$ cat src/csss_pkg.sv
package csss_pkg;

  localparam int CORE_CLK_MHZ = 100;
  localparam int CORE_CLK_PERIOD_NS = 10;

  // settle times in their own units
  localparam int T_WAKE_SETTLE_MS = 3;
  localparam int T_RATIO_SETTLE_MS = 1;
  localparam int T_SELECT_SETTLE_MS = 3;
  localparam int T_LOOP_LOCK_MS = 5;
  localparam int T_SLEEP_ENTRY_MS = 1;
  localparam int T_OUT_ENABLE_NS = 10;
  localparam int T_OUT_DISABLE_NS = 5;
  localparam int T_PHASE_RESETTLE_OUTCYC = 20;

  // shortest times round down, never below one cycle
  localparam int WAKE_SETTLE_CYC = T_WAKE_SETTLE_MS * 1000 * CORE_CLK_MHZ;
  localparam int RATIO_SETTLE_CYC = T_RATIO_SETTLE_MS * 1000 * CORE_CLK_MHZ;
  localparam int SELECT_SETTLE_CYC = T_SELECT_SETTLE_MS * 1000 * CORE_CLK_MHZ;
  localparam int LOOP_LOCK_CYC = T_LOOP_LOCK_MS * 1000 * CORE_CLK_MHZ;
  localparam int SLEEP_ENTRY_CYC = T_SLEEP_ENTRY_MS * 1000 * CORE_CLK_MHZ;
  localparam int OUT_ENABLE_CYC =
    (T_OUT_ENABLE_NS / CORE_CLK_PERIOD_NS) < 1 ? 1 :
    (T_OUT_ENABLE_NS / CORE_CLK_PERIOD_NS);
  localparam int OUT_DISABLE_CYC =
    (T_OUT_DISABLE_NS / CORE_CLK_PERIOD_NS) < 1 ? 1 :
    (T_OUT_DISABLE_NS / CORE_CLK_PERIOD_NS);

  localparam int TMR_W = 20;
  localparam logic [4:0] RESETTLE_EDGES = 5'(T_PHASE_RESETTLE_OUTCYC);
  localparam logic [3:0] LOCK_HITS = 4'h8;

  // output source select, coded {sel0, sel1}
  localparam logic [1:0] MODE_NORMAL = 2'h0;
  localparam logic [1:0] MODE_HIZ = 2'h1;
  localparam logic [1:0] MODE_BYPASS = 2'h2;
  localparam logic [1:0] MODE_TEST = 2'h3;

  // divider half periods per ratio code {sel0, sel1}
  localparam logic [2:0] HALF_R0 = 3'h2;
  localparam logic [2:0] HALF_R1 = 3'h3;
  localparam logic [2:0] HALF_R2 = 3'h5;
  localparam logic [2:0] HALF_R3 = 3'h4;

  // register map
  localparam logic [7:0] ADDR_CTRL = 8'h00;
  localparam logic [7:0] ADDR_STATUS = 8'h04;
  localparam logic [7:0] ADDR_PINS = 8'h08;
  localparam int CTRL_SW_SLEEP_BIT = 0;
  localparam int CTRL_LOOP_EN_BIT = 1;
  localparam int STAT_SETTLED_BIT = 7;
  localparam int STAT_LOCKED_BIT = 8;
  localparam int STAT_LOCK_TO_BIT = 9;

  typedef enum logic [6:0] {
    ST_SLEEP = 7'h01,
    ST_WAKE = 7'h02,
    ST_STOP = 7'h04,
    ST_ENABLE = 7'h08,
    ST_RESETTLE = 7'h10,
    ST_RUN = 7'h20,
    ST_RETUNE = 7'h40
  } csss_state_e;

  typedef struct packed {
    logic power_down_n;
    logic output_stop_n;
    logic [1:0] ratio;
    logic [1:0] mode;
    logic ctrl_phase_ref;
    logic chan_phase_ref;
    logic ref_clk;
  } csss_pins_s;

  localparam csss_pins_s PINS_RESET = '0;

  typedef struct packed {
    logic psel;
    logic penable;
    logic pwrite;
    logic [7:0] paddr;
    logic [31:0] pwdata;
  } csss_apb_req_s;

  typedef struct packed {
    logic pready;
    logic [31:0] prdata;
    logic pslverr;
  } csss_apb_rsp_s;

  typedef struct packed {
    csss_state_e st;
    logic [1:0] ratio_q;
    logic [1:0] mode_q;
    logic [2:0] div_cnt;
    logic div_clk;
    logic ctrl_q;
    logic chan_q;
    logic [4:0] edge_cnt;
    logic [3:0] hits;
    logic locked;
    logic lock_to;
    logic sw_sleep;
    logic loop_en;
    logic clk_q;
    logic clk_n_q;
    logic oe_n_q;
    logic [31:0] prdata;
    logic pslverr;
  } csss_core_s;

  localparam csss_core_s CORE_RESET = '{
    st: ST_SLEEP, ratio_q: 2'h0, mode_q: 2'h0, div_cnt: 3'h0,
    div_clk: 1'b0, ctrl_q: 1'b0, chan_q: 1'b0, edge_cnt: 5'h00,
    hits: 4'h0, locked: 1'b0, lock_to: 1'b0, sw_sleep: 1'b0,
    loop_en: 1'b1, clk_q: 1'b0, clk_n_q: 1'b0, oe_n_q: 1'b0,
    prdata: 32'h0000_0000, pslverr: 1'b0};

endpackage : csss_pkg

$ cat src/csss_core.sv
// Overview of operation
// - power-down release with stop off gives settled output within 3 ms
// - power-down release into clock-stop has source settled within 3 ms
// - after supply is stable, normal output settles within 3 ms
// - after supply is stable, source settles within 3 ms for stop or test
// - ratio select change in normal mode resettles output within 1 ms
// - output may glitch only 10 ns after output-stop release
// - within 20 output cycles phase returns within 50 ps, full spec after
// - output-stop asserted in normal disables outputs within 5 ns; here one 10 ns core cycle after the synchronized pin
// - clock-stop state holds both outputs high-impedance
// - output mode change between test and normal resettles within 3 ms
// - power-down asserted from normal or stop reaches power-down in 1 ms
// - distributed loop locks within 5 ms after output settles
// - power-down pin low sleeps; else stop low stops, stop high runs
// - mode 00 aligned, 01 both high-impedance, 10 bypass, 11 reference
// - locked loop keeps rising-edge phase error within 100 ps
//
// Local design decisions: the register addresses and register access over APB.
module csss_core
  import csss_pkg::*;
#(
  parameter int WAKE_CYC = WAKE_SETTLE_CYC,
  parameter int RATIO_CYC = RATIO_SETTLE_CYC,
  parameter int SELECT_CYC = SELECT_SETTLE_CYC,
  parameter int LOCK_CYC = LOOP_LOCK_CYC
)
(
  input wire logic core_clk_i,
  input wire logic rst_n_i,
  input wire logic clk_en_i,
  input wire logic power_down_n_i,
  input wire logic output_stop_n_i,
  input wire logic pll_ratio_sel0_i,
  input wire logic pll_ratio_sel1_i,
  input wire logic out_mode_sel0_i,
  input wire logic out_mode_sel1_i,
  input wire logic ctrl_phase_ref_i,
  input wire logic chan_phase_ref_i,
  input wire logic ref_clk_i,
  input wire csss_apb_req_s apb_req_i,
  output csss_apb_rsp_s apb_rsp_o,
  output logic chan_clk_o,
  output logic chan_clk_n_o,
  output logic chan_clk_oe_n_o,
  output logic settled_o,
  output logic locked_o
);

  csss_core_s r_reg;
  csss_core_s r_next;
  csss_pins_s pins_raw;
  csss_pins_s pins;
  logic tmr_load;
  logic [TMR_W-1:0] tmr_val;
  logic [TMR_W-1:0] tmr_cnt;
  logic tmr_done;
  logic lock_load;
  logic lock_done;
  logic pd_eff;
  logic ratio_chg;
  logic mode_chg;
  logic ctrl_rise;
  logic chan_rise;
  logic slip;
  logic div_rise;
  logic drive;
  logic src;
  logic [2:0] half;

  function automatic logic [2:0] half_period(input logic [1:0] ratio);
    case (ratio)
      2'h0: half_period = HALF_R0;
      2'h1: half_period = HALF_R1;
      2'h2: half_period = HALF_R2;
      default: half_period = HALF_R3;
    endcase
  endfunction : half_period

  assign pins_raw = '{power_down_n: power_down_n_i,
    output_stop_n: output_stop_n_i,
    ratio: {pll_ratio_sel0_i, pll_ratio_sel1_i},
    mode: {out_mode_sel0_i, out_mode_sel1_i},
    ctrl_phase_ref: ctrl_phase_ref_i,
    chan_phase_ref: chan_phase_ref_i,
    ref_clk: ref_clk_i};

  csss_sync u_sync (
    .core_clk_i(core_clk_i),
    .rst_n_i(rst_n_i),
    .clk_en_i(clk_en_i),
    .d_i(pins_raw),
    .q_o(pins)
  );

  csss_timer u_settle_tmr (
    .core_clk_i(core_clk_i),
    .rst_n_i(rst_n_i),
    .clk_en_i(clk_en_i),
    .load_i(tmr_load),
    .val_i(tmr_val),
    .cnt_o(tmr_cnt),
    .done_o(tmr_done)
  );

  csss_timer u_lock_tmr (
    .core_clk_i(core_clk_i),
    .rst_n_i(rst_n_i),
    .clk_en_i(clk_en_i),
    .load_i(lock_load),
    .val_i(TMR_W'(LOCK_CYC - 1)),
    .cnt_o(),
    .done_o(lock_done)
  );

  always_comb
  begin
    r_next = r_reg;
    tmr_load = 1'b0;
    tmr_val = '0;
    slip = 1'b0;
    src = 1'b0;
    // pin or software sleep forces power-down
    pd_eff = pins.power_down_n & ~r_reg.sw_sleep;
    ratio_chg = (pins.ratio != r_reg.ratio_q);
    mode_chg = (pins.mode != r_reg.mode_q);
    ctrl_rise = pins.ctrl_phase_ref & ~r_reg.ctrl_q;
    chan_rise = pins.chan_phase_ref & ~r_reg.chan_q;
    half = half_period(r_reg.ratio_q);
    r_next.ratio_q = pins.ratio;
    r_next.mode_q = pins.mode;
    r_next.ctrl_q = pins.ctrl_phase_ref;
    r_next.chan_q = pins.chan_phase_ref;

    if (r_reg.st == ST_RUN && r_reg.loop_en &&
        r_reg.mode_q == MODE_NORMAL && (ctrl_rise || chan_rise))
    begin
      if (ctrl_rise && chan_rise)
      begin
        if (r_reg.hits != LOCK_HITS)
          r_next.hits = r_reg.hits + 4'h1;
      end
      else
      begin
        r_next.hits = 4'h0;
        // only a lone channel edge holds the divider one cycle
        slip = chan_rise;
      end
    end
    else if (r_reg.st != ST_RUN)
      r_next.hits = 4'h0;
    r_next.locked = (r_next.hits == LOCK_HITS);
    // lock timeout flag once the lock window expires
    if (r_reg.st != ST_RUN || r_next.locked || !r_reg.loop_en)
      r_next.lock_to = 1'b0;
    else if (lock_done)
      r_next.lock_to = 1'b1;

    // clock source; bypass ignores the aligner
    if (r_reg.st == ST_SLEEP)
    begin
      r_next.div_cnt = 3'h0;
      r_next.div_clk = 1'b0;
    end
    else if (!(slip && r_reg.mode_q == MODE_NORMAL))
    begin
      if (r_reg.div_cnt >= half - 3'h1)
      begin
        r_next.div_cnt = 3'h0;
        r_next.div_clk = ~r_reg.div_clk;
      end
      else
        r_next.div_cnt = r_reg.div_cnt + 3'h1;
    end
    div_rise = r_next.div_clk & ~r_reg.div_clk;

    case (r_reg.st)
      ST_SLEEP:
      begin
        // supply-on and wake share the same settle
        if (pd_eff)
        begin
          r_next.st = ST_WAKE;
          tmr_load = 1'b1;
          tmr_val = TMR_W'(WAKE_CYC - 1);
        end
      end
      ST_WAKE:
      begin
        // leave settle time toward run or stop
        if (tmr_done)
          r_next.st = pins.output_stop_n ? ST_RUN : ST_STOP;
      end
      ST_STOP:
      begin
        if (pins.output_stop_n)
        begin
          r_next.st = ST_ENABLE;
          tmr_load = 1'b1;
          tmr_val = TMR_W'(OUT_ENABLE_CYC - 1);
        end
      end
      ST_ENABLE:
      begin
        // glitch window bounded by the enable time
        if (!pins.output_stop_n)
          r_next.st = ST_STOP;
        else if (tmr_done)
        begin
          r_next.st = ST_RESETTLE;
          r_next.edge_cnt = 5'h00;
        end
      end
      ST_RESETTLE:
      begin
        // count output cycles until phase is settled
        if (!pins.output_stop_n)
          r_next.st = ST_STOP;
        else if (div_rise)
        begin
          r_next.edge_cnt = r_reg.edge_cnt + 5'h01;
          if (r_reg.edge_cnt == RESETTLE_EDGES - 5'h01)
            r_next.st = ST_RUN;
        end
      end
      ST_RUN, ST_RETUNE:
      begin
        // stop request disables the outputs next cycle
        if (!pins.output_stop_n)
          r_next.st = ST_STOP;
        // select change restarts the select settle
        else if (mode_chg)
        begin
          r_next.st = ST_RETUNE;
          tmr_load = 1'b1;
          tmr_val = TMR_W'(SELECT_CYC - 1);
        end
        // ratio change restarts the ratio settle
        else if (ratio_chg)
        begin
          r_next.st = ST_RETUNE;
          tmr_load = 1'b1;
          tmr_val = TMR_W'(RATIO_CYC - 1);
        end
        else if (r_reg.st == ST_RETUNE && tmr_done)
          r_next.st = ST_RUN;
      end
      default:
        r_next.st = ST_SLEEP;
    endcase

    // power-down wins over every other state
    if (!pd_eff)
      r_next.st = ST_SLEEP;
    // lock drops as soon as run is left
    if (r_next.st != ST_RUN)
      r_next.hits = 4'h0;
    r_next.locked = (r_next.hits == LOCK_HITS);

    // drive only in enabled states and non-hiz modes
    drive = (r_next.st == ST_ENABLE || r_next.st == ST_RESETTLE ||
             r_next.st == ST_RUN || r_next.st == ST_RETUNE) &&
            r_next.mode_q != MODE_HIZ;
    case (r_next.mode_q)
      MODE_TEST: src = pins.ref_clk;
      default: src = r_next.div_clk;
    endcase
    if (r_next.st == ST_SLEEP)
    begin
      r_next.oe_n_q = 1'b0;
      r_next.clk_q = 1'b0;
      r_next.clk_n_q = 1'b0;
    end
    else
    begin
      r_next.oe_n_q = ~drive;
      r_next.clk_q = drive & src;
      r_next.clk_n_q = drive & ~src;
    end

    // APB: read data captured in setup, writes at access
    if (apb_req_i.psel && !apb_req_i.penable)
    begin
      r_next.pslverr = 1'b0;
      case (apb_req_i.paddr)
        ADDR_CTRL:
          r_next.prdata = {30'h0, r_reg.loop_en, r_reg.sw_sleep};
        ADDR_STATUS:
          r_next.prdata = {22'h0, r_reg.lock_to, r_reg.locked,
                           r_reg.st == ST_RUN, r_reg.st};
        ADDR_PINS:
          r_next.prdata = {23'h0, pins};
        default:
        begin
          r_next.prdata = 32'h0000_0000;
          r_next.pslverr = 1'b1;
        end
      endcase
    end
    if (apb_req_i.psel && apb_req_i.penable && apb_req_i.pwrite &&
        apb_req_i.paddr == ADDR_CTRL)
    begin
      r_next.sw_sleep = apb_req_i.pwdata[CTRL_SW_SLEEP_BIT];
      r_next.loop_en = apb_req_i.pwdata[CTRL_LOOP_EN_BIT];
    end
  end

  assign lock_load = (r_next.st == ST_RUN) && (r_reg.st != ST_RUN);

  always_ff @(posedge core_clk_i)
  begin
    if (!rst_n_i)
      r_reg <= CORE_RESET;
    else if (clk_en_i)
      r_reg <= r_next;
  end

  assign apb_rsp_o = '{pready: 1'b1, prdata: r_reg.prdata,
                       pslverr: r_reg.pslverr};
  assign chan_clk_o = r_reg.clk_q;
  assign chan_clk_n_o = r_reg.clk_n_q;
  assign chan_clk_oe_n_o = r_reg.oe_n_q;
  // settled and locked flags for the controller
  assign settled_o = (r_reg.st == ST_RUN);
  assign locked_o = r_reg.locked;
endmodule : csss_core

$ cat src/csss_sync.sv
module csss_sync
  import csss_pkg::*;
(
  input wire logic core_clk_i,
  input wire logic rst_n_i,
  input wire logic clk_en_i,
  input wire csss_pins_s d_i,
  output csss_pins_s q_o
);

  typedef struct packed {
    csss_pins_s s1;
    csss_pins_s s2;
  } csss_sync_s;

  csss_sync_s r_reg;
  csss_sync_s r_next;

  always_comb
  begin
    r_next.s1 = d_i;
    r_next.s2 = r_reg.s1;
  end

  always_ff @(posedge core_clk_i)
  begin
    if (!rst_n_i)
      r_reg <= '{s1: PINS_RESET, s2: PINS_RESET};
    else if (clk_en_i)
      r_reg <= r_next;
  end

  assign q_o = r_reg.s2;

endmodule : csss_sync

$ cat src/csss_timer.sv
module csss_timer
  import csss_pkg::*;
(
  input wire logic core_clk_i,
  input wire logic rst_n_i,
  input wire logic clk_en_i,
  input wire logic load_i,
  input wire logic [TMR_W-1:0] val_i,
  output logic [TMR_W-1:0] cnt_o,
  output logic done_o
);

  typedef struct packed {
    logic [TMR_W-1:0] cnt;
  } csss_tmr_s;

  csss_tmr_s r_reg;
  csss_tmr_s r_next;

  always_comb
  begin
    r_next = r_reg;
    if (load_i)
      r_next.cnt = val_i;
    else if (r_reg.cnt != '0)
      r_next.cnt = r_reg.cnt - 1'b1;
  end

  always_ff @(posedge core_clk_i)
  begin
    if (!rst_n_i)
      r_reg <= '{cnt: '0};
    else if (clk_en_i)
      r_reg <= r_next;
  end

  assign cnt_o = r_reg.cnt;
  assign done_o = (r_reg.cnt == '0);

endmodule : csss_timer

$ cat config.mk
export PLATFORM = sky130hd
export DESIGN_NAME = csss_core
export DESIGN_NICKNAME = d
export VERILOG_FILES = /design/src/csss_pkg.sv /design/src/csss_core.sv /design/src/csss_sync.sv /design/src/csss_timer.sv
export SDC_FILE = /design/constraint.sdc
export NUM_CORES = 1
export LEC_CHECK = 0
export BUFFER_PORTS_ARGS = -buffer_cell sky130_fd_sc_hd__buf_4
export CORE_ASPECT_RATIO = 1.5
export CORE_MARGIN = 2
export CORE_UTILIZATION = 35
export CTS_CLUSTER_DIAMETER = 120
export DETAILED_ROUTE_END_ITERATION = 6
export GPL_TIMING_DRIVEN = 0
export PLACE_DENSITY = 0.54
export RECOVER_POWER = 25
export SETUP_SLACK_MARGIN = 0.5
export SKIP_LAST_GASP = 1
export SYNTH_ARGS = -nofsm -noshare
export SYNTH_HDL_FRONTEND = slang
export SYNTH_SLANG_ARGS = --single-unit
export TNS_END_PERCENT = 5
$ cat constraint.sdc
create_clock -name core_clk_i -period 6.55 [get_ports core_clk_i]
set_clock_uncertainty 0.2 [all_clocks]
set_input_delay 0 -clock core_clk_i [delete_from_list [all_inputs] [get_ports core_clk_i]]
set_output_delay 0 -clock core_clk_i [all_outputs]
set_load 0.01 [all_outputs]
Word level (Yosys, flattened, before mapping):

Index checks and enable logic that the tools add are counted.

* flip-flop bits (word level): 124
* latch bits: 0
* memory bits (writable): 0
* bits in read-only memories: 0
* input bits: 55
* output and inout port bits: 39
* logic and storage cells: 176
* memories: 0

* add/subtract/negate cells: 6
* $mul: 0
* div/mod/pow operators: 0
* $lt $le $gt $ge: 1
* eq/ne operators: 31
* shift operators: 0
* mux-type cells: 52
* bitwise logic cells: 12
* reduce and logical (&&, ||, !) cells: 40

Operators by type and width (number)
* 2-to-1 mux 7 bit: 12
* 2-to-1 mux 20 bit: 4
* 2-to-1 mux 19 bit: 3
* case mux 7 bit (6 select lines): 1
* logical NOT 20 bit: 2
* nonzero test 20 bit: 2
* subtractor 20 x 1 -> 20 bit (second input constant): 2
* case mux 19 bit (2 select lines): 1
* case mux 10 bit (3 select lines): 1
* 2-to-1 mux 4 bit: 7
* 2-to-1 mux 5 bit: 4
* 2-to-1 mux 17 bit: 1
* equality test 7 x 1 -> 1 bit (second input constant): 2
* equality test 7 x 4 -> 1 bit (second input constant): 2
* equality test 7 x 5 -> 1 bit (second input constant): 2
* equality test 7 x 6 -> 1 bit (second input constant): 2
* equality test 7 bit (second input constant): 2
* inequality test 7 x 6 -> 1 bit (second input constant): 2
* logical AND 1 bit: 12
* 2-to-1 mux 1 bit: 12
* AND reduction 2 bit: 6
* case mux 5 bit (2 select lines): 1
* case mux 3 bit (3 select lines): 1
* equality test 4 bit (second input constant): 2
* other kinds (29): 56

Depth between registers and ports, before layout:

Gate-level depths: netlist of the first run.

* word-level depth: 20
* gate-level depth with buffers: 11

By module:

From an unflattened synthesis of the first run, not the netlist that was laid out.

* cells, all modules: 811
* area, all modules: 6373.6 um2

By module, submodules not included
* csss_core: instances 1, cells an instance 379, area each 3000.4 um2, sequential area each 880.8 um2
* csss_timer at u_settle_tmr: instances 1, cells an instance 190, area each 1345.0 um2, sequential area each 400.4 um2
* csss_timer at u_lock_tmr: instances 1, cells an instance 185, area each 1340.0 um2, sequential area each 400.4 um2
* csss_sync: instances 1, cells an instance 57, area each 688.2 um2, sequential area each 360.3 um2

Worst setup path after synthesis of the first run:

No wires, ideal clock.

* path kind: flip-flop to flip-flop
* start: reg u_settle_tmr.r_reg, in the netlist u_settle_tmr.cnt_o[3]
* end: reg u_lock_tmr.r_reg, in the netlist u_lock_tmr.cnt_o[3]
* library setup time: 0.060 ns
* data arrival time: 2.508 ns
* required time: 6.290 ns
* slack: 3.781 ns
* stages on the path, launching flop included: 10
* buffers on the path: 2
* clock period less this slack: 2.769 ns
* cells stage by stage: dfxtp_1 or4_4 or4_1 buf_2 nor3_4 o211a_4 o311ai_2 buf_6 a22oi_2 o221a_1

* word-level cells in the longest chain between the ends: 12

Ends and longest elaborated chain
* start: declaration: RTL line csss_timer.sv:17 `csss_tmr_s r_reg;`
* start signal: assignment: RTL line csss_timer.sv:32 `r_reg <= '{cnt: '0};`
* start signal: assignment: RTL line csss_timer.sv:34 `r_reg <= r_next;`
* logical NOT 20 bit *: RTL line csss_timer.sv:38 `assign done_o = (r_reg.cnt == '0);`
* logical AND 1 bit: RTL line csss_core.sv:244 `else if (r_reg.st == ST_RETUNE && tmr_done)`
* 2-to-1 mux 7 bit: RTL line csss_core.sv:244
* 2-to-1 mux 7 bit: RTL line csss_core.sv:238 `else if (ratio_chg)`
* 2-to-1 mux 7 bit: RTL line csss_core.sv:231 `else if (mode_chg)`
* 2-to-1 mux 7 bit: RTL line csss_core.sv:228 `if (!pins.output_stop_n)`
* case mux 7 bit (6 select lines) *: RTL line csss_core.sv:176 `case (r_reg.st)`
* 2-to-1 mux 7 bit *: RTL line csss_core.sv:252 `if (!pd_eff)`
* equality test 7 x 6 -> 1 bit *: RTL line csss_core.sv:307 `assign lock_load = (r_next.st == ST_RUN) && (r_reg.st != ST_RUN);`
* logical AND 1 bit *: RTL line csss_core.sv:307
* nonzero test 2 bit (no line)
* AND reduction 2 bit (no line)
* end signal: assignment: RTL line csss_timer.sv:32
* end signal: assignment: RTL line csss_timer.sv:34
* end: declaration: RTL line csss_timer.sv:17

Mark *: on every way between the ends. The rest lies on a longest branch, timed or not.
A chain may end at the register's enable or synchronous reset.

Final worst setup path of the first run:

* start: reg u_sync.r_reg, in the netlist u_sync.q_o[3]
* end: reg u_settle_tmr.r_reg, in the netlist u_settle_tmr.cnt_o[5]

* word-level cells in the longest chain between the ends: 6

Ends and longest elaborated chain
* start: declaration: RTL line csss_sync.sv:16 `csss_sync_s r_reg;`
* start signal: assignment: RTL line csss_sync.sv:28 `r_reg <= '{s1: PINS_RESET, s2: PINS_RESET};`
* start signal: assignment: RTL line csss_sync.sv:30 `r_reg <= r_next;`
* inequality test 2 bit *: RTL line csss_core.sv:125 `mode_chg = (pins.mode != r_reg.mode_q);`
* 2-to-1 mux 1 bit: RTL line csss_core.sv:231
* 2-to-1 mux 1 bit: RTL line csss_core.sv:228
* case mux 1 bit (3 select lines): RTL line csss_core.sv:176
* nonzero test 2 bit (no line)
* AND reduction 2 bit (no line)

Marked as above.

==> results of run 1 <==
## cells by family (layout without fill, tap and decap cells)
group | Yosys count | count (layout) | synth area share [%]
and+or+nand+nor | 294 | 294 | 26.0
AOI/OAI and AO/OA | 152 | 152 | 17.8
buffers and inverters | 90 | 162 | 8.46
DFF | 102 | 102 | 35.8
muxes | 34 | 34 | 5.98
xor gates and xnor gates | 24 | 24 | 3.68
other | 2 | 23 | 0.132
adders and majority gates | 10 | 10 | 2.19
## path summary, 6_finish.rpt
| path | from | to | cells past startpoint |
|---|---|---|---|
| worst max-delay path | u_sync.q_o[3] | u_settle_tmr.cnt_o[5] | 7 |
| worst min-delay path | apb_req_i[32] | apb_rsp_o[5] | 6 |
| worst max register to register | u_sync.q_o[3] | u_settle_tmr.cnt_o[5] | 7 |
| worst min register to register | r_reg[48] | r_reg[48] | 2 |
## final cells by class
cell class              instances  share of cell area [%]
inverters                      21                    1.17
repair buffers                 56                    6.03
plain buffers                  69                    5.99
clock inverters                 6                   0.909
multi-input cells             537                    48.4
clock buffers                  10                    3.40
flip-flops and latches        102                    30.3
well taps                     206                    3.82
## repair_timing
item,4_1_cts,5_1_grt
hold endpoints to repair,21,0
resized for setup,0,0
setup endpoints to repair,0,0
hold buffers,17,0
## per-layer routing
metal,GRT usage (%),vias to the layer above,share of wire [%]
met5,0,-,0
met4,9.32,0,4.2
met2,34.4,152,52
li1,-,2672,-
met1,21.6,2500,40
met3,3.13,38,4.1
## worst max-delay path, delay by kind of cell (launching register included)
kind	cells	cell delay (ps)
and+or+nand+nor	3	1190
AOI/OAI and AO/OA	2	1360
xor gates and xnor gates	2	350
DFF	1	530
## cells in the final DEF, fill, tap and decap left out, types with 4 or more instances in the layout
cell / count
nand4_1: 6
a21oi_1: 40
nand3_1: 16
ha_1: 10
o21a_1: 6
mux2i_1: 33
or4_1: 8
or3_1: 10
xor2_1: 13
buf_4: 57
a31oi_1: 5
nand3b_1: 5
o31ai_1: 5
nand2_1: 42
nor3_1: 28
dlygate4sd3_1: 17
inv_1: 21
and2_1: 4
nor4_1: 21
nor2_1: 114
o211ai_1: 4
xnor2_1: 11
o21ai_0: 35
a22oi_1: 19
buf_2: 8
o41ai_1: 6
nor2b_1: 8
nand2b_1: 9
clkbuf_16: 9
dfxtp_1: 102
conb_1: 23
clkbuf_1: 42
## metrics by stage
step	setup WS [ps]	utilization (%)	hold slack [ps]	area [µm²]
after detailed placement	2880	39.3	26.2	6340
after global placement	3010	39.3	27.9	6340
final	2800	41.8	101	6740
after global routing	2440	41.8	164	6740
after CTS	2830	42.2	89.0	6800
after floorplan	3780	-	-74.9	5790
## power by group
part,switching (µW),internal [µW]
Sequential,124,741
Combinational,548,393
Clock,243,296
Total,915,1430
==> impl_metrics.py, run 1 <==
metrics = {
    "clock_tree": {
        "cts_tree": "done",
        "cts-root-buf": "clkbuf_16",
        "htree_levels": 3,
        "clkTransAtPathRegs_ps": 70,
        "cts.sinks": 102,
        "clk_latency_ps": 350,
        "clockBufferDepth": 2,
        "cts_buffers": 9,
        "cts_setup_buffers": 0,
    },
    "finish": {
        "finalNetCount": 861,
        "regArea_mm2": 0.00204,
        "final_layout_size_suffix_gt1_share_pct": 12.2,
        "syn2layout_area_growth_pct": 18.1,
        "largest_reg_flops": 29,
        "fill_cells": 1668,
        "instances_no_fill": 1007,
        "multi_input_comb_area_mm2": 0.00326,
        "diodes": 0,
    },
    "die": {
        "fp-row-count": 57,
        "die_w_um": 108,
        "dieHeight_um": 160,
        "die_area_mm2": 0.0174,
        "ioPinCount": 94,
        "coreArea_mm2": 0.0161,
        "start_util_pct": 35.4,
    },
    "setup_path": {
        "cp_cell_sequence": "xor2_1 -> nor4_1 -> o221ai_1 -> o21ai_1 -> nor4_1 -> xnor2_1 -> nor2_1",
        "cp_slowest_cell": "nor4_1",
        "cp.required_ps": 6580,
        "cp-end-kind": "register",
        "path_class": "register to register",
        "startpoint_type": "register",
        "slowest_delay_ps": 1000,
        "cp_max_fo": 10,
        "crit_top_cell": "nor4_1",
        "crit_arrival_ps": 3780,
        "regToRegSetupSlack_ps": 2800,
    },
    "place": {
        "dp_cells": 974,
        "hpwl_um": 12100,
        "gp_congestion": 0.905,
        "portBuffers": 39,
    },
    "synthesis": {
        "ys.flop_type": "dfxtp_1",
        "yosysSeqAreaShare_pct": 35.8,
        "netlist_top_cells_area": "dfxtp_1, nor2_1, mux2i_1, buf_4, a21oi_1",
        "ys_ff_latch": 102,
        "synth_edf_count": 0,
        "syn_inst": 708,
        "synthTopCellsByCount": "nor2_1, dfxtp_1, nand2_1",
        "synth_warnings": 0,
        "syn_area_per_cell_um2": 8.07,
        "ys_types": 70,
        "synth_top_cell_area_share_pct": 35.8,
        "yosys.area.top_type": "dfxtp_1",
        "async_reset_ff_share_pct": 0,
        "syn_area_mm2": 0.00571,
        "synth_most_common_cell": "nor2_1",
    },
    "sta": {
        "slew_violations": 0,
        "setup_viol": 0,
        "slew_headroom_pct": 22.2,
        "period_share_pct": 57.2,
        "period_minus_slack_ps": 3750,
        "max_clock_freq_ghz": 0.267,
        "rsz0062_at_grt": "no",
        "final.setup.tns_ps": 0,
        "hold_viol": 0,
        "tightest_slew_ps": 1160,
    },
    "global_routing": {
        "grt_pass1_wl_um": 26100,
        "grt_max_degree": 17,
        "grt_usage_pct": 19.2,
        "grt_pass1_vias": 5084,
        "antenna_found_initial": 0,
        "grt-ovfl-total": 0,
    },
    "power_and_ir_drop": {
        "power.total_uw": 2340,
        "p_leak_uw": 0.00271,
        "irDropWorstVdd_mv": 0.156,
        "pwr_density_cell_mw_per_mm2": 348,
    },
    "run_status": {
        "status": "finished, final reports clean",
    },
    "drt": {
        "drc": 0,
        "drt-initial-drc-count": 339,
        "drtAntennaViolNets": 0,
        "totalWireLength_um": 16200,
        "avgViaCountPerCell": 5.32,
        "wl_per_cell_um": 16.1,
        "via_count": 5362,
        "drt_pass1_iterations": 5,
    },
    "job": {
        "drv_cap": 0,
    },
    "min_path": {
        "hp-class": "primary input to register",
    },
}
Power figures use the tool's default switching activity.
==> run 2: changes to the inputs <==
- PLACE_DENSITY: 0.54 -> 0.56
- clock period: 6.55 -> 3.1 ns (I/O delays scaled with it)
==> run 2 against run 1 <==
Against the previous run: utilization grew 3.1 points; hold slack better by 4.1 ps; combinational power rose to 2.7 times the previous value; die area unchanged; largest cell class unchanged.
==> impl_metrics.py, run 2 (synthesized netlist as in run 1, its figures left out) <==
metrics = {
    "die": {
        "dieHeight_um": 160,
        "fp-row-count": 57,
        "die_w_um": 108,
        "start_util_pct": 35.4,
        "coreArea_mm2": 0.0161,
        "die_area_mm2": 0.0174,
        "ioPinCount": 94,
    },
    "drt": {
        "via_count": 5525,
        "drc": 0,
        "totalWireLength_um": 17000,
        "drt_pass1_iterations": 5,
        "drt-initial-drc-count": 311,
        "drtAntennaViolNets": 0,
        "avgViaCountPerCell": 5.38,
        "wl_per_cell_um": 16.5,
    },
    "sta": {
        "slew_violations": 0,
        "max_clock_freq_ghz": 0.357,
        "rsz0062_at_grt": "yes",
        "period_share_pct": 90.4,
        "period_minus_slack_ps": 2800,
        "tightest_slew_ps": 1110,
        "fin_hold_ws_ps": 105,
        "setup_viol": 0,
        "final.setup.tns_ps": 0,
        "slew_headroom_pct": 25.0,
        "hold_viol": 0,
    },
    "finish": {
        "largest_reg_flops": 29,
        "final_cell_mix": "nor2_1, dfxtp_1, buf_4",
        "syn2layout_area_growth_pct": 26.8,
        "final_layout_size_suffix_gt1_share_pct": 19.2,
        "diodes": 0,
        "layout_commonest_cell": "nor2_1",
        "instances_no_fill": 1027,
        "finalNetCount": 881,
    },
    "setup_path": {
        "cp.required_ps": 3190,
        "rr_endpoint": "u_lock_tmr.cnt_o[3]",
        "crit_buf_inv": 1,
        "reg2regPathDepth": 8,
        "crit_arrival_ps": 2890,
        "path_class": "register to register",
        "slowest_delay_ps": 530,
        "cp-end-kind": "register",
        "cp_cell_sequence": "or4_4 -> or3_4 -> nor4_4 -> and3_4 -> o311ai_4 -> buf_4 -> a22oi_2 -> o221a_1",
        "cp_max_fo": 5,
        "cp_slowest_cell": "or4_4",
        "r2r_start": "u_settle_tmr.cnt_o[12]",
        "regToRegSetupSlack_ps": 300,
        "startpoint_type": "register",
        "critPathTopFamily": "simple AND/OR/NAND/NOR gates",
    },
    "clock_tree": {
        "clk_latency_ps": 340,
        "htree_levels": 3,
        "cts-root-buf": "clkbuf_16",
        "cts.sinks": 102,
        "cts_tree": "done",
        "clockBufferDepth": 2,
        "clkTransAtPathRegs_ps": 70,
        "cts_buffers": 9,
    },
    "global_routing": {
        "grt_max_degree": 18,
        "grt_usage_pct": 19.8,
        "grt-ovfl-total": 0,
        "grt_pass1_vias": 5513,
        "antenna_found_initial": 0,
        "grt_pass1_wl_um": 27300,
    },
    "run_status": {
        "status": "finished, final reports clean",
    },
    "min_path": {
        "min_from": "apb_req_i[32]",
        "hp-class": "primary input to register",
        "worstHoldEndpoint": "apb_rsp_o[10]",
        "holdPathStages": 6,
    },
    "place": {
        "gp_congestion": 0.925,
        "hpwl_um": 12400,
        "portBuffers": 39,
        "dp_cells": 974,
    },
    "power_and_ir_drop": {
        "pwr_density_cell_mw_per_mm2": 758,
        "p_leak_uw": 0.00286,
        "irDropWorstVdd_mv": 0.406,
    },
    "job": {
        "drv_cap": 0,
    },
}
run 2: tightest hold or removal path, delay by kind of cell:
kind            cells  cell delay, ps
buf+inv             1              80
compound gates      1             110
simple gates        4             420
run 2: layer usage:
layer	track usage, %	part of all wire, %	vias to the layer above	wire length [µm]
met5	0	0	-	0
met4	8.62	3.9	0	658
met3	2.35	3.9	45	665
met2	37.9	54	157	9140
met1	21.2	38	2611	6520
li1	-	-	2712	-
run 2: power breakdown:
group / internal, µW / total (µW) / switching, µW
Sequential: 1570 / 1840 / 267
Clock: 573 / 1090 / 516
Combinational: 1180 / 2560 / 1380
Total: 3320 / 5490 / 2170
run 2: layout make-up:
cell class	instances	area [µm²]
Clock inverter	5	40.0
Clock buffer	11	243
Multi-Input combinational cell	537	3550
Sequential cell	102	2050
Tap cell	206	258
Buffer	69	439
Fill cell	1625	8870
Timing Repair Buffer	76	583
Inverter	21	78.8
run 2: how the worst max path moves through the flow:
| stage | start | end | slack [ps] | depth (start not counted) |
|---|---|---|---|---|
| floorplan | r_reg[57] | locked_o | 440 | 9 |
| detailed placement | u_settle_tmr.cnt_o[4] | r_reg[47] | -230 | 6 |
| global route | r_reg[57] | r_reg[43] | 190 | 9 |
| global placement | u_settle_tmr.cnt_o[6] | u_settle_tmr.cnt_o[5] | -180 | 7 |
| finish | u_settle_tmr.cnt_o[12] | u_lock_tmr.cnt_o[3] | 300 | 8 |
| CTS | u_settle_tmr.cnt_o[6] | u_lock_tmr.cnt_o[3] | 340 | 9 |
run 2: stage by stage:
| stage | cell area (µm²) | setup WS, ps | power (µW) | utilization, % |
|---|---|---|---|---|
| after CTS | 7220 | 339 | 5420 | 44.8 |
| after detailed placement | 6390 | -230 | 3910 | 39.7 |
| final | 7240 | 296 | 5490 | 44.9 |
| after global placement | 6390 | -175 | 3840 | 39.7 |
| after global routing | 7240 | 190 | 5850 | 44.9 |
| after floorplan | 5840 | 444 | 3440 | - |
run 2: what timing repair did:
item | CTS | global route
gates resized for setup | 50 | 11
buffers inserted | 17 | 2
gates cloned | 0 | 1
pin swaps | 21 | 6
endpoints found under the setup margin | 60 | 57
hold buffers | 17 | 0
endpoints found under the hold margin | 21 | 0
==> run 3: changes to the inputs <==
- GPL_ROUTABILITY_DRIVEN: unset -> 0
- SETUP_SLACK_MARGIN: 0.5 -> 0.4
==> run 3 against run 2 <==
Against the previous run: hold slack got worse by 9.9 ps; non-clock buffer count shrank 7; die area unchanged; critical path depth did not move; critical endpoint is now r_reg[64]; count of clock-buffer cells in the layout decreased by 1; largest cell class unchanged; register-to-register slack worse by 70 ps; via count down 2.8%; utilization decreased by 1.1 points; routed wire length is 5.3% lower; sequential share of layout area is 0.58 points higher.
==> impl_metrics.py, run 3 (synthesized netlist as in run 1, its figures left out) <==
metrics = {
    "drt": {
        "drtAntennaViolNets": 0,
        "wl_per_cell_um": 15.8,
        "drt_pass1_iterations": 5,
        "drc": 0,
        "avgViaCountPerCell": 5.27,
        "drt-initial-drc-count": 294,
        "via_count": 5371,
        "totalWireLength_um": 16100,
    },
    "global_routing": {
        "grt_max_degree": 18,
        "grt_pass1_vias": 4998,
        "grt_usage_pct": 18.9,
        "grt_pass1_wl_um": 26000,
        "antenna_found_initial": 0,
        "grt-ovfl-total": 0,
    },
    "clock_tree": {
        "clockBufferDepth": 2,
        "cts_tree": "done",
        "clk_latency_ps": 360,
        "cts-root-buf": "clkbuf_16",
        "cts.sinks": 102,
        "clkTransAtPathRegs_ps": 70,
        "htree_levels": 3,
        "cts_buffers": 9,
    },
    "sta": {
        "rsz0062_at_grt": "yes",
        "setup_viol": 0,
        "slew_headroom_pct": 41.0,
        "slew_violations": 0,
        "max_clock_freq_ghz": 0.348,
        "setup_ws_ps": 229,
        "period_share_pct": 92.6,
        "tightest_slew_ps": 877,
        "period_minus_slack_ps": 2870,
        "hold_viol": 0,
        "final.setup.tns_ps": 0,
        "fin_hold_ws_ps": 95.4,
    },
    "run_status": {
        "status": "finished, final reports clean",
    },
    "setup_path": {
        "cp_slowest_cell": "or4_1",
        "path_class": "register to register",
        "rr_endpoint": "r_reg[64]",
        "cp.required_ps": 3190,
        "crit_arrival_ps": 2960,
        "reg2regPathDepth": 8,
        "critPathTopFamily": "simple AND/OR/NAND/NOR gates",
        "r2r_start": "u_settle_tmr.cnt_o[11]",
        "slowest_delay_ps": 580,
        "regToRegSetupSlack_ps": 230,
        "cp_max_fo": 6,
        "crit_buf_inv": 1,
        "cp-end-kind": "register",
        "startpoint_type": "register",
        "cp_cell_sequence": "or4_1 -> or3_4 -> nor4_4 -> buf_4 -> nand3_1 -> a311oi_2 -> a21oi_1 -> nor2_1",
    },
    "finish": {
        "fill_cells": 1693,
        "largest_reg_flops": 29,
        "final_layout_size_suffix_gt1_share_pct": 16.7,
        "instances_no_fill": 1020,
        "multi_input_comb_area_mm2": 0.00347,
        "syn2layout_area_growth_pct": 23.8,
        "regArea_mm2": 0.00204,
        "layout_commonest_cell": "nor2_1",
        "final_cell_mix": "nor2_1, dfxtp_1, buf_4",
        "diodes": 0,
        "finalNetCount": 874,
    },
    "die": {
        "ioPinCount": 94,
        "die_area_mm2": 0.0174,
        "dieHeight_um": 160,
        "die_w_um": 108,
        "fp-row-count": 57,
        "start_util_pct": 35.4,
        "coreArea_mm2": 0.0161,
    },
    "job": {
        "drv_cap": 0,
    },
    "place": {
        "dp_cells": 974,
        "pre_cts_ws_ps": -470,
        "hpwl_um": 11700,
        "portBuffers": 39,
    },
    "min_path": {
        "worstHoldEndpoint": "apb_rsp_o[9]",
        "min_from": "apb_req_i[32]",
        "holdPathStages": 6,
        "hp-class": "primary input to register",
    },
    "power_and_ir_drop": {
        "p_leak_uw": 0.00279,
        "pwr_density_cell_mw_per_mm2": 753,
        "irDropWorstVdd_mv": 0.319,
    },
}
-- run 3: cell types whose count changed in the layout (fill, tap and decap cells not counted), sizes merged --
cell    before  now
clkinv       0    1
buf         82   78
clkbuf      57   53
bufinv       0    1
inv         23   22
-- run 3: per-layer routing --
layer	wire [µm]	vias to the layer above	GRT usage, %
met4	675	0	8.68
met3	541	39	1.87
li1	-	2702	-
met2	8260	144	34.0
met1	6620	2486	22.2
met5	0	-	0
-- run 3: worst max path at each step --
stage                            from                      to  slack (ps)  cells after the start
5_1_grt                     r_reg[63]     u_lock_tmr.cnt_o[2]         140                     10
3_3_place_gp            u_sync.q_o[3]   u_settle_tmr.cnt_o[5]        -460                      7
3_5_place_dp            u_sync.q_o[3]   u_settle_tmr.cnt_o[5]        -470                      7
4_1_cts         u_settle_tmr.cnt_o[4]     u_lock_tmr.cnt_o[3]         200                      9
2_1_floorplan               r_reg[63]  u_settle_tmr.cnt_o[17]         390                      8
6_report       u_settle_tmr.cnt_o[11]               r_reg[64]         230                      8
-- run 3: per-stage QoR --
stage	cell area [µm²]	util, %	total power, µW
3_5_place_dp	6350	39.4	3840
5_1_grt	7070	43.8	5740
4_1_cts	7070	43.9	5300
3_3_place_gp	6350	39.4	3830
6_report	7070	43.8	5320
2_1_floorplan	5800	-	3400
-- run 3: worst register-to-register path, cell delays in order (launching register included) --
cell and delay (ps):
dfxtp_1 360, or4_1 580, or3_4 440, nor4_4 310, buf_4 160, nand3_1 120
a311oi_2 400, a21oi_1 120, nor2_1 120
-- run 3: where the power goes --
group | switching [µW] | internal, µW
combinational | 1280 | 1040
sequential | 264 | 1570
clock | 530 | 631
-- run 3: repair_timing --
item                                   in CTS  in global routing
resized for setup                          27                 11
pin swaps                                  10                  8
setup endpoints to repair                  57                 57
buffers inserted                           11                  2
hold buffers                               17                  0
endpoints found under the hold margin      21                  0
-- run 3: area by class of cell --
type / instances / area share, %
tap: 206 / 3.65
inverter: 21 / 1.12
sequential: 102 / 28.9
buffer: 69 / 5.91
timing repair buffer: 69 / 7.08
clock buffer: 10 / 3.24
clock inverter: 6 / 0.992
multi-input combinational: 537 / 49.1
